`config.mk`:
```
export PLATFORM = sky130hd
export DESIGN_NAME = prc_target_ctrl
export DESIGN_NICKNAME = d
export VERILOG_FILES = /design/src/design/prc_resp_timer.v /design/src/design/prc_target_ctrl.v
export VERILOG_INCLUDE_DIRS = /design/src /design/src/design
export SDC_FILE = /design/constraint.sdc
export NUM_CORES = 1
export LEC_CHECK = 0
export BUFFER_PORTS_ARGS = -buffer_cell sky130_fd_sc_hd__clkbuf_2
export CAP_MARGIN = 20
export CORE_MARGIN = 2
export CORE_UTILIZATION = 47
export DETAILED_ROUTE_END_ITERATION = 8
export PLACE_DENSITY_LB_ADDON = 0.15
export SLEW_MARGIN = 30
export SYNTH_ARGS = -nofsm -noshare
export SYNTH_HDL_FRONTEND = slang
export SYNTH_SLANG_ARGS = --single-unit
```
`constraint.sdc`:
```
create_clock -name pclk -period 2 [get_ports pclk]
set_input_delay 0.2 -clock pclk [delete_from_list [all_inputs] [get_ports pclk]]
set_output_delay 0.2 -clock pclk [all_outputs]
set_load 0.05 [all_outputs]
```
`src/design/prc_map.vh`:
```
// register map, field positions and timing counts of the target response control
`ifndef PRC_MAP_VH
`define PRC_MAP_VH
// =============================================================
// register offsets
`define PRC_CTRL_OFS      12'h000
`define PRC_STAT_OFS      12'h004
// =============================================================
// control register fields
`define PRC_WIN_LSB       16
`define PRC_WIN_MSB       21
`define PRC_RD_MUL_BIT    4
`define PRC_RD_LN_BIT     3
`define PRC_RD_BIT        2
`define PRC_TOUT_DIS_BIT  1
`define PRC_CFG_DONE_BIT  0
`define PRC_CTRL_WMASK    32'h003F001E
`define PRC_CTRL_RST      32'h00000000
// =============================================================
// status register fields
`define PRC_ST_STATE_LSB  0
`define PRC_ST_STATE_MSB  2
`define PRC_ST_RETRY_LSB  8
`define PRC_ST_RETRY_MSB  15
// =============================================================
// timing counts
`define PRC_TIMEOUT_CLKS  5'h10
`define PRC_LOAD_CYCLES   4'h8
// =============================================================
// bus commands
`define PRC_CMD_MEM_RD    4'h6
`define PRC_CMD_MEM_WR    4'h7
`define PRC_CMD_MEM_RDM   4'hC
`define PRC_CMD_MEM_RDL   4'hE
`endif

```
`src/design/prc_resp_timer.v`:
```
// link-clock timeout counter for the target wait phase
`timescale 1ns/1ps
`include "prc_map.vh"
module prc_resp_timer
(
	input  wire       pclk,
	input  wire       presetn,
	input  wire       ce,
	input  wire       clear,
	input  wire       tick,
	output reg        expired_q
);
	// =============================================================
	// counter
	reg  [4:0] count_q;

	always @(posedge pclk or negedge presetn)
	begin
		if (!presetn)
		begin
			count_q   <= 5'h00;
			expired_q <= 1'b0;
		end
		else if (ce)
		begin
			if (clear)
			begin
				count_q   <= 5'h00;
				expired_q <= 1'b0;
			end
			else if (tick && !expired_q)
			begin
				count_q   <= count_q + 5'h01;
				// 16 link clocks counted
				expired_q <= (count_q == (`PRC_TIMEOUT_CLKS - 5'h01));
			end
		end
	end
endmodule

```
`src/design/prc_target_ctrl.v`:
```
// target response control: APB register, config load and PCI target termination
`timescale 1ns/1ps
`include "prc_map.vh"
module prc_target_ctrl
(
	input  wire        pclk,
	input  wire        presetn,
	input  wire        ce,
	input  wire        psel,
	input  wire        penable,
	input  wire        pwrite,
	input  wire [11:0] paddr,
	input  wire [31:0] pwdata,
	output reg  [31:0] prdata,
	output reg         pready,
	output reg         pslverr,
	input  wire        pci_clk,
	input  wire        pci_frame_n,
	input  wire        pci_irdy_n,
	input  wire [3:0]  pci_cbe_n,
	input  wire [5:0]  window_hit,
	input  wire        data_ready,
	output reg         devsel_n_o,
	output reg         devsel_oe,
	output reg         trdy_n_o,
	output reg         trdy_oe,
	output reg         stop_n_o,
	output reg         stop_oe
);
	// =============================================================
	// states
	localparam [2:0] ST_IDLE  = 3'h0;
	localparam [2:0] ST_WAIT  = 3'h1;
	localparam [2:0] ST_DATA  = 3'h2;
	localparam [2:0] ST_RETRY = 3'h3;
	localparam [2:0] ST_TURN  = 3'h4;

	function is_read_cmd;
		input [3:0] cmd;
		begin
			is_read_cmd = (cmd == `PRC_CMD_MEM_RD) || (cmd == `PRC_CMD_MEM_RDL) ||
				(cmd == `PRC_CMD_MEM_RDM);
		end
	endfunction

	// =============================================================
	// declarations
	reg  [31:0] ctrl_q;
	reg         cfg_done_q;
	reg  [3:0]  load_cnt_q;
	reg  [2:0]  state_q;
	reg  [2:0]  state_d;
	reg  [7:0]  retry_cnt_q;
	reg  [2:0]  sync1_q;
	reg  [2:0]  sync2_q;
	reg  [3:0]  cbe1_q;
	reg  [3:0]  cbe2_q;
	reg  [5:0]  hit1_q;
	reg  [5:0]  hit2_q;
	reg         clk_prev_q;
	wire        pci_edge;
	wire        frame_n_s;
	wire        irdy_n_s;
	wire [3:0]  cmd_s;
	wire        timeout;
	wire        force_retry;
	wire        decoded;
	wire        apb_access;
	wire [31:0] ctrl_rd;
	wire [31:0] stat_rd;

	// =============================================================
	// pin synchronisers
	// two stages before any logic; edge detect reads stage two only
	always @(posedge pclk or negedge presetn)
	begin
		if (!presetn)
		begin
			// clock bit resets to its idle low, else a false edge follows reset
			sync1_q    <= 3'h6;
			sync2_q    <= 3'h6;
			cbe1_q     <= 4'hF;
			cbe2_q     <= 4'hF;
			hit1_q     <= 6'h00;
			hit2_q     <= 6'h00;
			clk_prev_q <= 1'b0;
		end
		else if (ce)
		begin
			sync1_q    <= {pci_irdy_n, pci_frame_n, pci_clk};
			sync2_q    <= sync1_q;
			cbe1_q     <= pci_cbe_n;
			cbe2_q     <= cbe1_q;
			hit1_q     <= window_hit;
			hit2_q     <= hit1_q;
			clk_prev_q <= sync2_q[0];
		end
	end

	assign pci_edge  = sync2_q[0] & ~clk_prev_q;
	assign frame_n_s = sync2_q[1];
	assign irdy_n_s  = sync2_q[2];
	assign cmd_s     = ~cbe2_q;

	// =============================================================
	// configuration load
	always @(posedge pclk or negedge presetn)
	begin
		if (!presetn)
		begin
			load_cnt_q <= 4'h0;
			cfg_done_q <= 1'b0;
		end
		else if (ce && !cfg_done_q)
		begin
			load_cnt_q <= load_cnt_q + 4'h1;
			if (load_cnt_q == (`PRC_LOAD_CYCLES - 4'h1))
				cfg_done_q <= 1'b1;
		end
	end

	// =============================================================
	// target decode and response policy
	// only memory commands claimed, and only through an enabled window
	assign decoded = cfg_done_q &&
		|(hit2_q & ctrl_q[`PRC_WIN_MSB:`PRC_WIN_LSB]) &&
		(is_read_cmd(cmd_s) || (cmd_s == `PRC_CMD_MEM_WR));

	// forcing bits win over timeout disable
	assign force_retry =
		((cmd_s == `PRC_CMD_MEM_RDM) && ctrl_q[`PRC_RD_MUL_BIT]) ||
		((cmd_s == `PRC_CMD_MEM_RDL) && ctrl_q[`PRC_RD_LN_BIT]) ||
		((cmd_s == `PRC_CMD_MEM_RD) && ctrl_q[`PRC_RD_BIT]);

	prc_resp_timer u_timer
	(
		.pclk      (pclk),
		.presetn   (presetn),
		.ce        (ce),
		.clear     (state_q != ST_WAIT),
		.tick      (pci_edge),
		.expired_q (timeout)
	);

	always @*
	begin
		state_d = state_q;
		case (state_q)
			ST_IDLE:
				if (!frame_n_s && decoded)
					state_d = force_retry ? ST_RETRY : ST_WAIT;
			ST_WAIT:
				if (data_ready)
					state_d = ST_DATA;
				else if (timeout && !ctrl_q[`PRC_TOUT_DIS_BIT])
					state_d = ST_RETRY;
			ST_DATA:
				if (!irdy_n_s && frame_n_s)
					state_d = ST_TURN;
				else if (!irdy_n_s && !data_ready)
					state_d = ST_WAIT;
			ST_RETRY:
				if (frame_n_s)
					state_d = ST_TURN;
			ST_TURN:
				state_d = ST_IDLE;
			default:
				state_d = ST_IDLE;
		endcase
	end

	// pins move only on link clock edges, seen here as pci_edge
	always @(posedge pclk or negedge presetn)
	begin
		if (!presetn)
		begin
			state_q     <= ST_IDLE;
			retry_cnt_q <= 8'h00;
			devsel_n_o  <= 1'b1;
			devsel_oe   <= 1'b0;
			trdy_n_o    <= 1'b1;
			trdy_oe     <= 1'b0;
			stop_n_o    <= 1'b1;
			stop_oe     <= 1'b0;
		end
		else if (ce && pci_edge)
		begin
			state_q <= state_d;
			if (state_d == ST_RETRY && state_q != ST_RETRY)
				retry_cnt_q <= retry_cnt_q + 8'h01;
			devsel_n_o <= ~(state_d == ST_WAIT || state_d == ST_DATA || state_d == ST_RETRY);
			trdy_n_o   <= ~(state_d == ST_DATA);
			stop_n_o   <= ~(state_d == ST_RETRY);
			// drivers stay on through turnaround, parked high
			devsel_oe  <= (state_d != ST_IDLE);
			trdy_oe    <= (state_d != ST_IDLE);
			stop_oe    <= (state_d != ST_IDLE);
		end
	end

	// =============================================================
	// APB slave
	// one wait-free access phase; unmapped offsets answer with pslverr
	assign apb_access = psel && penable && pready;
	assign ctrl_rd    = (ctrl_q & `PRC_CTRL_WMASK) | {31'h0, cfg_done_q};
	assign stat_rd    = {16'h0, retry_cnt_q, 5'h00, state_q};

	always @(posedge pclk or negedge presetn)
	begin
		if (!presetn)
		begin
			ctrl_q  <= `PRC_CTRL_RST;
			pready  <= 1'b0;
			prdata  <= 32'h00000000;
			pslverr <= 1'b0;
		end
		else if (ce)
		begin
			pready <= psel && !penable && !pready;
			// error flag stands only with ready
			pslverr <= 1'b0;
			if (psel && !penable && !pready)
			begin
				pslverr <= (paddr != `PRC_CTRL_OFS) && (paddr != `PRC_STAT_OFS);
				if (paddr == `PRC_CTRL_OFS)
					prdata <= ctrl_rd;
				else if (paddr == `PRC_STAT_OFS)
					prdata <= stat_rd;
				else
					prdata <= 32'h00000000;
			end
			if (apb_access && pwrite && (paddr == `PRC_CTRL_OFS))
				ctrl_q <= pwdata & `PRC_CTRL_WMASK;
		end
	end
endmodule

```
* Word-level counts from Yosys, hierarchy flattened *
Index checks and enable logic that the tools add are counted.
W data, S select, Z words.

word-level totals
  register bits = 97
  input port bits = 64
  output and inout bits = 40
  logic and storage cells = 109

operators by class
  add/subtract/negate cells = 3
  equality and inequality tests = 16
  muxes and demuxes = 15
  bitwise operators = 8
  reductions and logical operators = 46

operators with widths
  cell                   number
  $mux W22               1
  $or A22 B1 Y22         1
  $logic_and A1 B1 Y1    20
  $mux W3                6
  $mux W16               1
  $eq A12 B3 Y1 const B  1
  $eq A3 B2 Y1 const B   4
  $eq A4 B3 Y1 const B   3
  $logic_not A12 Y1      1
  $ne A12 B3 Y1 const B  1
  $pmux W3 S4            1
  $reduce_bool A12 Y1    1
  $mux W5                2
  $reduce_and A2 Y1      5
  $add A8 B1 Y8 const B  1
  $eq A4 B4 Y1 const B   2
  $logic_not A1 Y1       8
  $logic_or A1 B1 Y1     7
  $and A6 B6 Y6          1
  $eq A3 B1 Y1 const B   2
  $reduce_or A6 Y1       1
  $add A5 B1 Y5 const B  1
  $eq A5 B4 Y1 const B   1
  $add A4 B1 Y4 const B  1
  other kinds (10)       15

* Logic depth before layout (Yosys ltp) *
  depth in word-level cells = 13
  mapped depth = 7
  gate-level depth less buffers = 6

* Modules after synthesis *
Synthesis repeated with hierarchy kept, for this count alone.

second synthesis, totals
  cells, all modules = 304
  area total of the unflattened synthesis = 3758.6 sq um

modules (own cells, without submodules)
  module           instances  cells each  area an instance (sq um)  sequential area each (sq um)
  prc_target_ctrl  1          267         3397.0                    1970.6
  prc_resp_timer   1          37          361.6                     150.1

* Least setup slack after synthesis *
No wires, ideal clock.

  kind = register to register
  from = register state_q[0]
  to = register retry_cnt_q[1]
  library setup time = 125 ps
  arrival time = 1836 ps
  required time = 1875 ps
  setup slack = 40 ps
  stages on the path, launching flop included = 8
  path buffers = 1
  period minus slack after synthesis = 1960 ps
  cell sequence = dfrtp_1 -> buf_6 -> nor4b_4 -> nand4b_1 -> nor4_2 -> o21ai_2 -> nor2_1 -> mux2_2

between the ends
  cells in the longest elaborated chain, start to end = 6
  elaborated cells on any way between the ends = 15
  those cells by class = 5 x eq/ne; 7 x mux; 3 x reduce/logical

RTL lines
  element                               RTL line                                      RTL
  from (decl)                           prc_target_ctrl.v:51                          reg [2:0] state_q;
  from (signal assigned)                prc_target_ctrl.v:188                         state_q <= state_d;
  $mux W3, on equally long branches     prc_target_ctrl.v:160, prc_target_ctrl.v:155
  $mux W3, on equally long branches     prc_target_ctrl.v:158, prc_target_ctrl.v:153
  $pmux W3 S4                           prc_target_ctrl.v:148                         case (state_q)
  $eq A3 B2 Y1                          prc_target_ctrl.v:189                         if (state_d == ST_RETRY && state_q != ST_RETRY)
  $logic_and A1 B1 Y1 *                 prc_target_ctrl.v:189
  $reduce_and A2 Y1 (no source line) *  n/a
  to (signal assigned)                  prc_target_ctrl.v:190                         retry_cnt_q <= retry_cnt_q + 8'h01;
  to (decl)                             prc_target_ctrl.v:53                          reg [7:0] retry_cnt_q;

Every way passes the cells marked *; elsewhere a longest branch is shown, timed or not.
A chain may end at the register's enable or synchronous reset.

* Worst setup path after layout *
Same ends and word-level chain as after synthesis.

==> results.md <==
* Status: finished clean
* Skew final at 0.00903 ns
* Num rows at 32
* Post-synth top area cell: dfrtp_1
* DR iter-0 viols at 66
* Final Wtd Congestion at 0.783
* Pwr Density at 863 mW/mm^2
* Vias in the first global route at 2,329
* Post-DP HPWL at 4830 microns
* Clock-pin slew on the worst setup and hold paths at 0.08 ns
* Switching share of power at 0.270
* Gr usage total at 0.166
* H-tree Lvls at 3
* RSZ-0062 raised after global routing: true
* Most common cell in the synthesized netlist: dfrtp_1
* Final setup fails at 0
* Max VDD drop at 489 uV
* First-pass GRT wire length at 11,100 microns
* Post-synth EDFFs at 0
* Number of top-level pins at 104
* Die width at 92.4 microns
* Hold Violations, Final at 0
* Synth cell types at 42
* Largest net degree at the start of global routing at 45
* TritonCTS Buffers at 9
* CTS root buf: clkbuf_8
* WL/cell at 13.7 microns
* Cell Area, Placed at 0.00413 sq mm
* Die extent in y at 92.4 microns
* Final Instance Area at 0.00441 sq mm
* Core box area at 0.00765 sq mm
* Die area at 0.00853 sq mm
* Worst min path class: input pin to register
* #FFs+latches synth at 84
* Asr flop ratio synth at 1.00
* Worst Path Max Fanout at 5
* Worst-Skew Late Latency at 0.35 ns
* Area Growth Syn to Fin at 20.0%
* Slowest cell on crit path: dfrtp_1
* Total power at 3.80 mW
* Crit path required time at 2.23 ns
* Routed vias at 2,410
* DRT Pass-1 Iters at 4
* Internal Power at 2.78 mW
* Fmax at 515 MHz
* CTS tree: yes
* CTS sink count at 84
* DR DRC count at 0
* Leak at 2.16 nW
* Sequential power share at 0.519
* Main area contributors after synthesis: dfrtp_1 47%, mux2_2 12%, dfstp_2 11%, a22o_1 4.5%, buf_4 3.1%
* Routed wire length at 6610 microns
* CTS max path bufs at 2
* Startpoint Class: register
* Synth top cells by count: 69 x dfrtp_1, 38 x mux2_2, 19 x a22o_1, 16 x nor2_1
* Worst setup EP type: register
* Fin nets at 443
* Gr ovfl total at 0
* Synth Instances at 296
* N_diodes at 0
* Top FF cell, synth: dfrtp_1
* Clk pwr share at 0.331
* Combinational share of power at 0.150
* Sequential fraction of the synthesis area at 0.578
* Psw at 1.03 mW
* Crit-path max cell delay at 0.41 ns
* Slew Viols, Final at 0
* Antenna violations before repair at 0
* Max-Cap Viols at 0
* Synth warnings at 0
* Period utilisation layout at 0.971
* Syn avg cell area at 12.4 sq um
* Number of port buffers at 68
* Synth Cell Area at 0.00367 sq mm
* Antenna Nets Post-Route at 0
* Arrival @ worst endpoint at 2.17 ns
* CP Cell Sequence: nor4b_4, nand4b_1, nor4_4, o21ai_2, nor2_1, mux2_2
* Fraction of layout cells with a size suffix above 1 at 0.418
* Crit path time final at 1.94 ns
* Kind of critical path: register to register
* Via density at 5.00
* Area share of the largest cell type after synthesis at 0.471
* Initial Utilization at 0.480
==> per-layer routing <==
layer / global-route usage / part of all wire / vias up / wire length [microns]
met5: 0 / 0 / - / 0
met4: 0.0808 / 0.014 / 0 / 90
met3: 0.0382 / 0.056 / 8 / 373
met2: 0.245 / 0.44 / 63 / 2930
met1: 0.232 / 0.49 / 1149 / 3220
li1: - / - / 1190 / -
==> cell type report <==
type	count	area, sq um
clock buffers	13	170
clock inverters	3	43.8
fillers	683	3240
inverters	11	41.3
multi-input cells	187	1440
flip-flops and latches	84	2120
well taps	102	128
repair buffers	82	463
==> through the flow <==
step | hold slack [ns] | instances | TNS [ns] | setup WS (ns) | util
after floorplan | -0.0956 | 308 | 0 | 0.0397 | -
after global placement | 0.0733 | 464 | 0 | 0.0364 | 0.539
after detailed placement | 0.0698 | 464 | -0.0303 | -0.0303 | 0.539
after CTS | 0.0656 | 481 | 0 | 0.0386 | 0.571
after global routing | 0.0665 | 482 | -0.0612 | -0.0209 | 0.576
final | 0.0791 | 482 | 0 | 0.0577 | 0.576
==> path summary, 6_finish.rpt <==
check                                    start        endpoint  slack (ns)  cells past startpoint
worst min register to register  retry_cnt_q[7]  retry_cnt_q[7]        0.47                      1
worst max register to register      state_q[0]  retry_cnt_q[1]        0.06                      6
max in group asynchronous              presetn        trdy_n_o        1.12                      3
worst min-delay path                pwdata[20]      ctrl_q[20]        0.08                      2
worst max-delay path                state_q[0]  retry_cnt_q[1]        0.06                      6
min in group asynchronous              presetn      prdata[16]        0.24                      2
==> worst max-delay path, delay by kind of cell (launching register included) <==
kind | cells | cell delay (ns)
mux | 1 | 0.34
flops | 1 | 0.41
compound gates | 1 | 0.16
simple gates | 4 | 0.92
==> what timing repair did <==
action	4_1_cts	5_1_grt
hold buffers	1	0
endpoints found under the setup margin	3	7
pin swaps	1	2
setup buffers	0	1
gates resized for setup	3	5
endpoints found under the hold margin	46	0
==> cells by family after synthesis <==
| family | share of synthesized area |
|---|---|
| flops | 0.578 |
| simple gates | 0.0999 |
| compound gates | 0.0982 |
| mux | 0.128 |
| buf+inv | 0.0556 |
| xor+xnor | 0.0263 |
| fa+ha+maj | 0.0136 |
| other cells | 0.00102 |
==> state kept, by name (all words and copies together) (netlist names) <==
name,count
hit1_q,6
pready,1
pslverr,1
stop_oe,1
sync1_q,3
sync2_q,3
cbe1_q,4
hit2_q,6
state_q,3
u_timer.expired_q,1
load_cnt_q,4
clk_prev_q,1
cbe2_q,4
u_timer.count_q,5
ctrl_q,10
devsel_n_o,1
prdata,19
stop_n_o,1
trdy_n_o,1
retry_cnt_q,8
cfg_done_q,1
==> power groups by stage <==
| stage | registers, mW | clock network (mW) | logic [mW] |
|---|---|---|---|
| CTS | 1.97 | 1.30 | 0.576 |
| global route | 1.99 | 1.37 | 0.630 |
| global placement | 2.00 | 0 | 0.555 |
| finish | 1.97 | 1.26 | 0.570 |
| floorplan | 2.02 | 0 | 0.398 |
| detailed placement | 2.01 | 0 | 0.566 |
==> cell usage in the layout (no fill, tap or decap), types with 3 or more instances in the layout <==
| master | instances |
|---|---|
| a21oi_1 | 7 |
| a22o_1 | 19 |
| a22oi_1 | 3 |
| and3_1 | 4 |
| buf_4 | 13 |
| clkbuf_2 | 67 |
| clkbuf_8 | 10 |
| conb_1 | 13 |
| dfrtp_1 | 69 |
| dfstp_2 | 15 |
| ha_1 | 4 |
| inv_1 | 11 |
| mux2_2 | 38 |
| mux2i_1 | 4 |
| nand2_1 | 14 |
| nand3_1 | 5 |
| nand3b_1 | 3 |
| nand4_1 | 4 |
| nor2_1 | 16 |
| nor3_2 | 3 |
| nor4_1 | 3 |
| o21ai_0 | 11 |
| xor2_1 | 9 |
(Power assumes the default switching activity.)
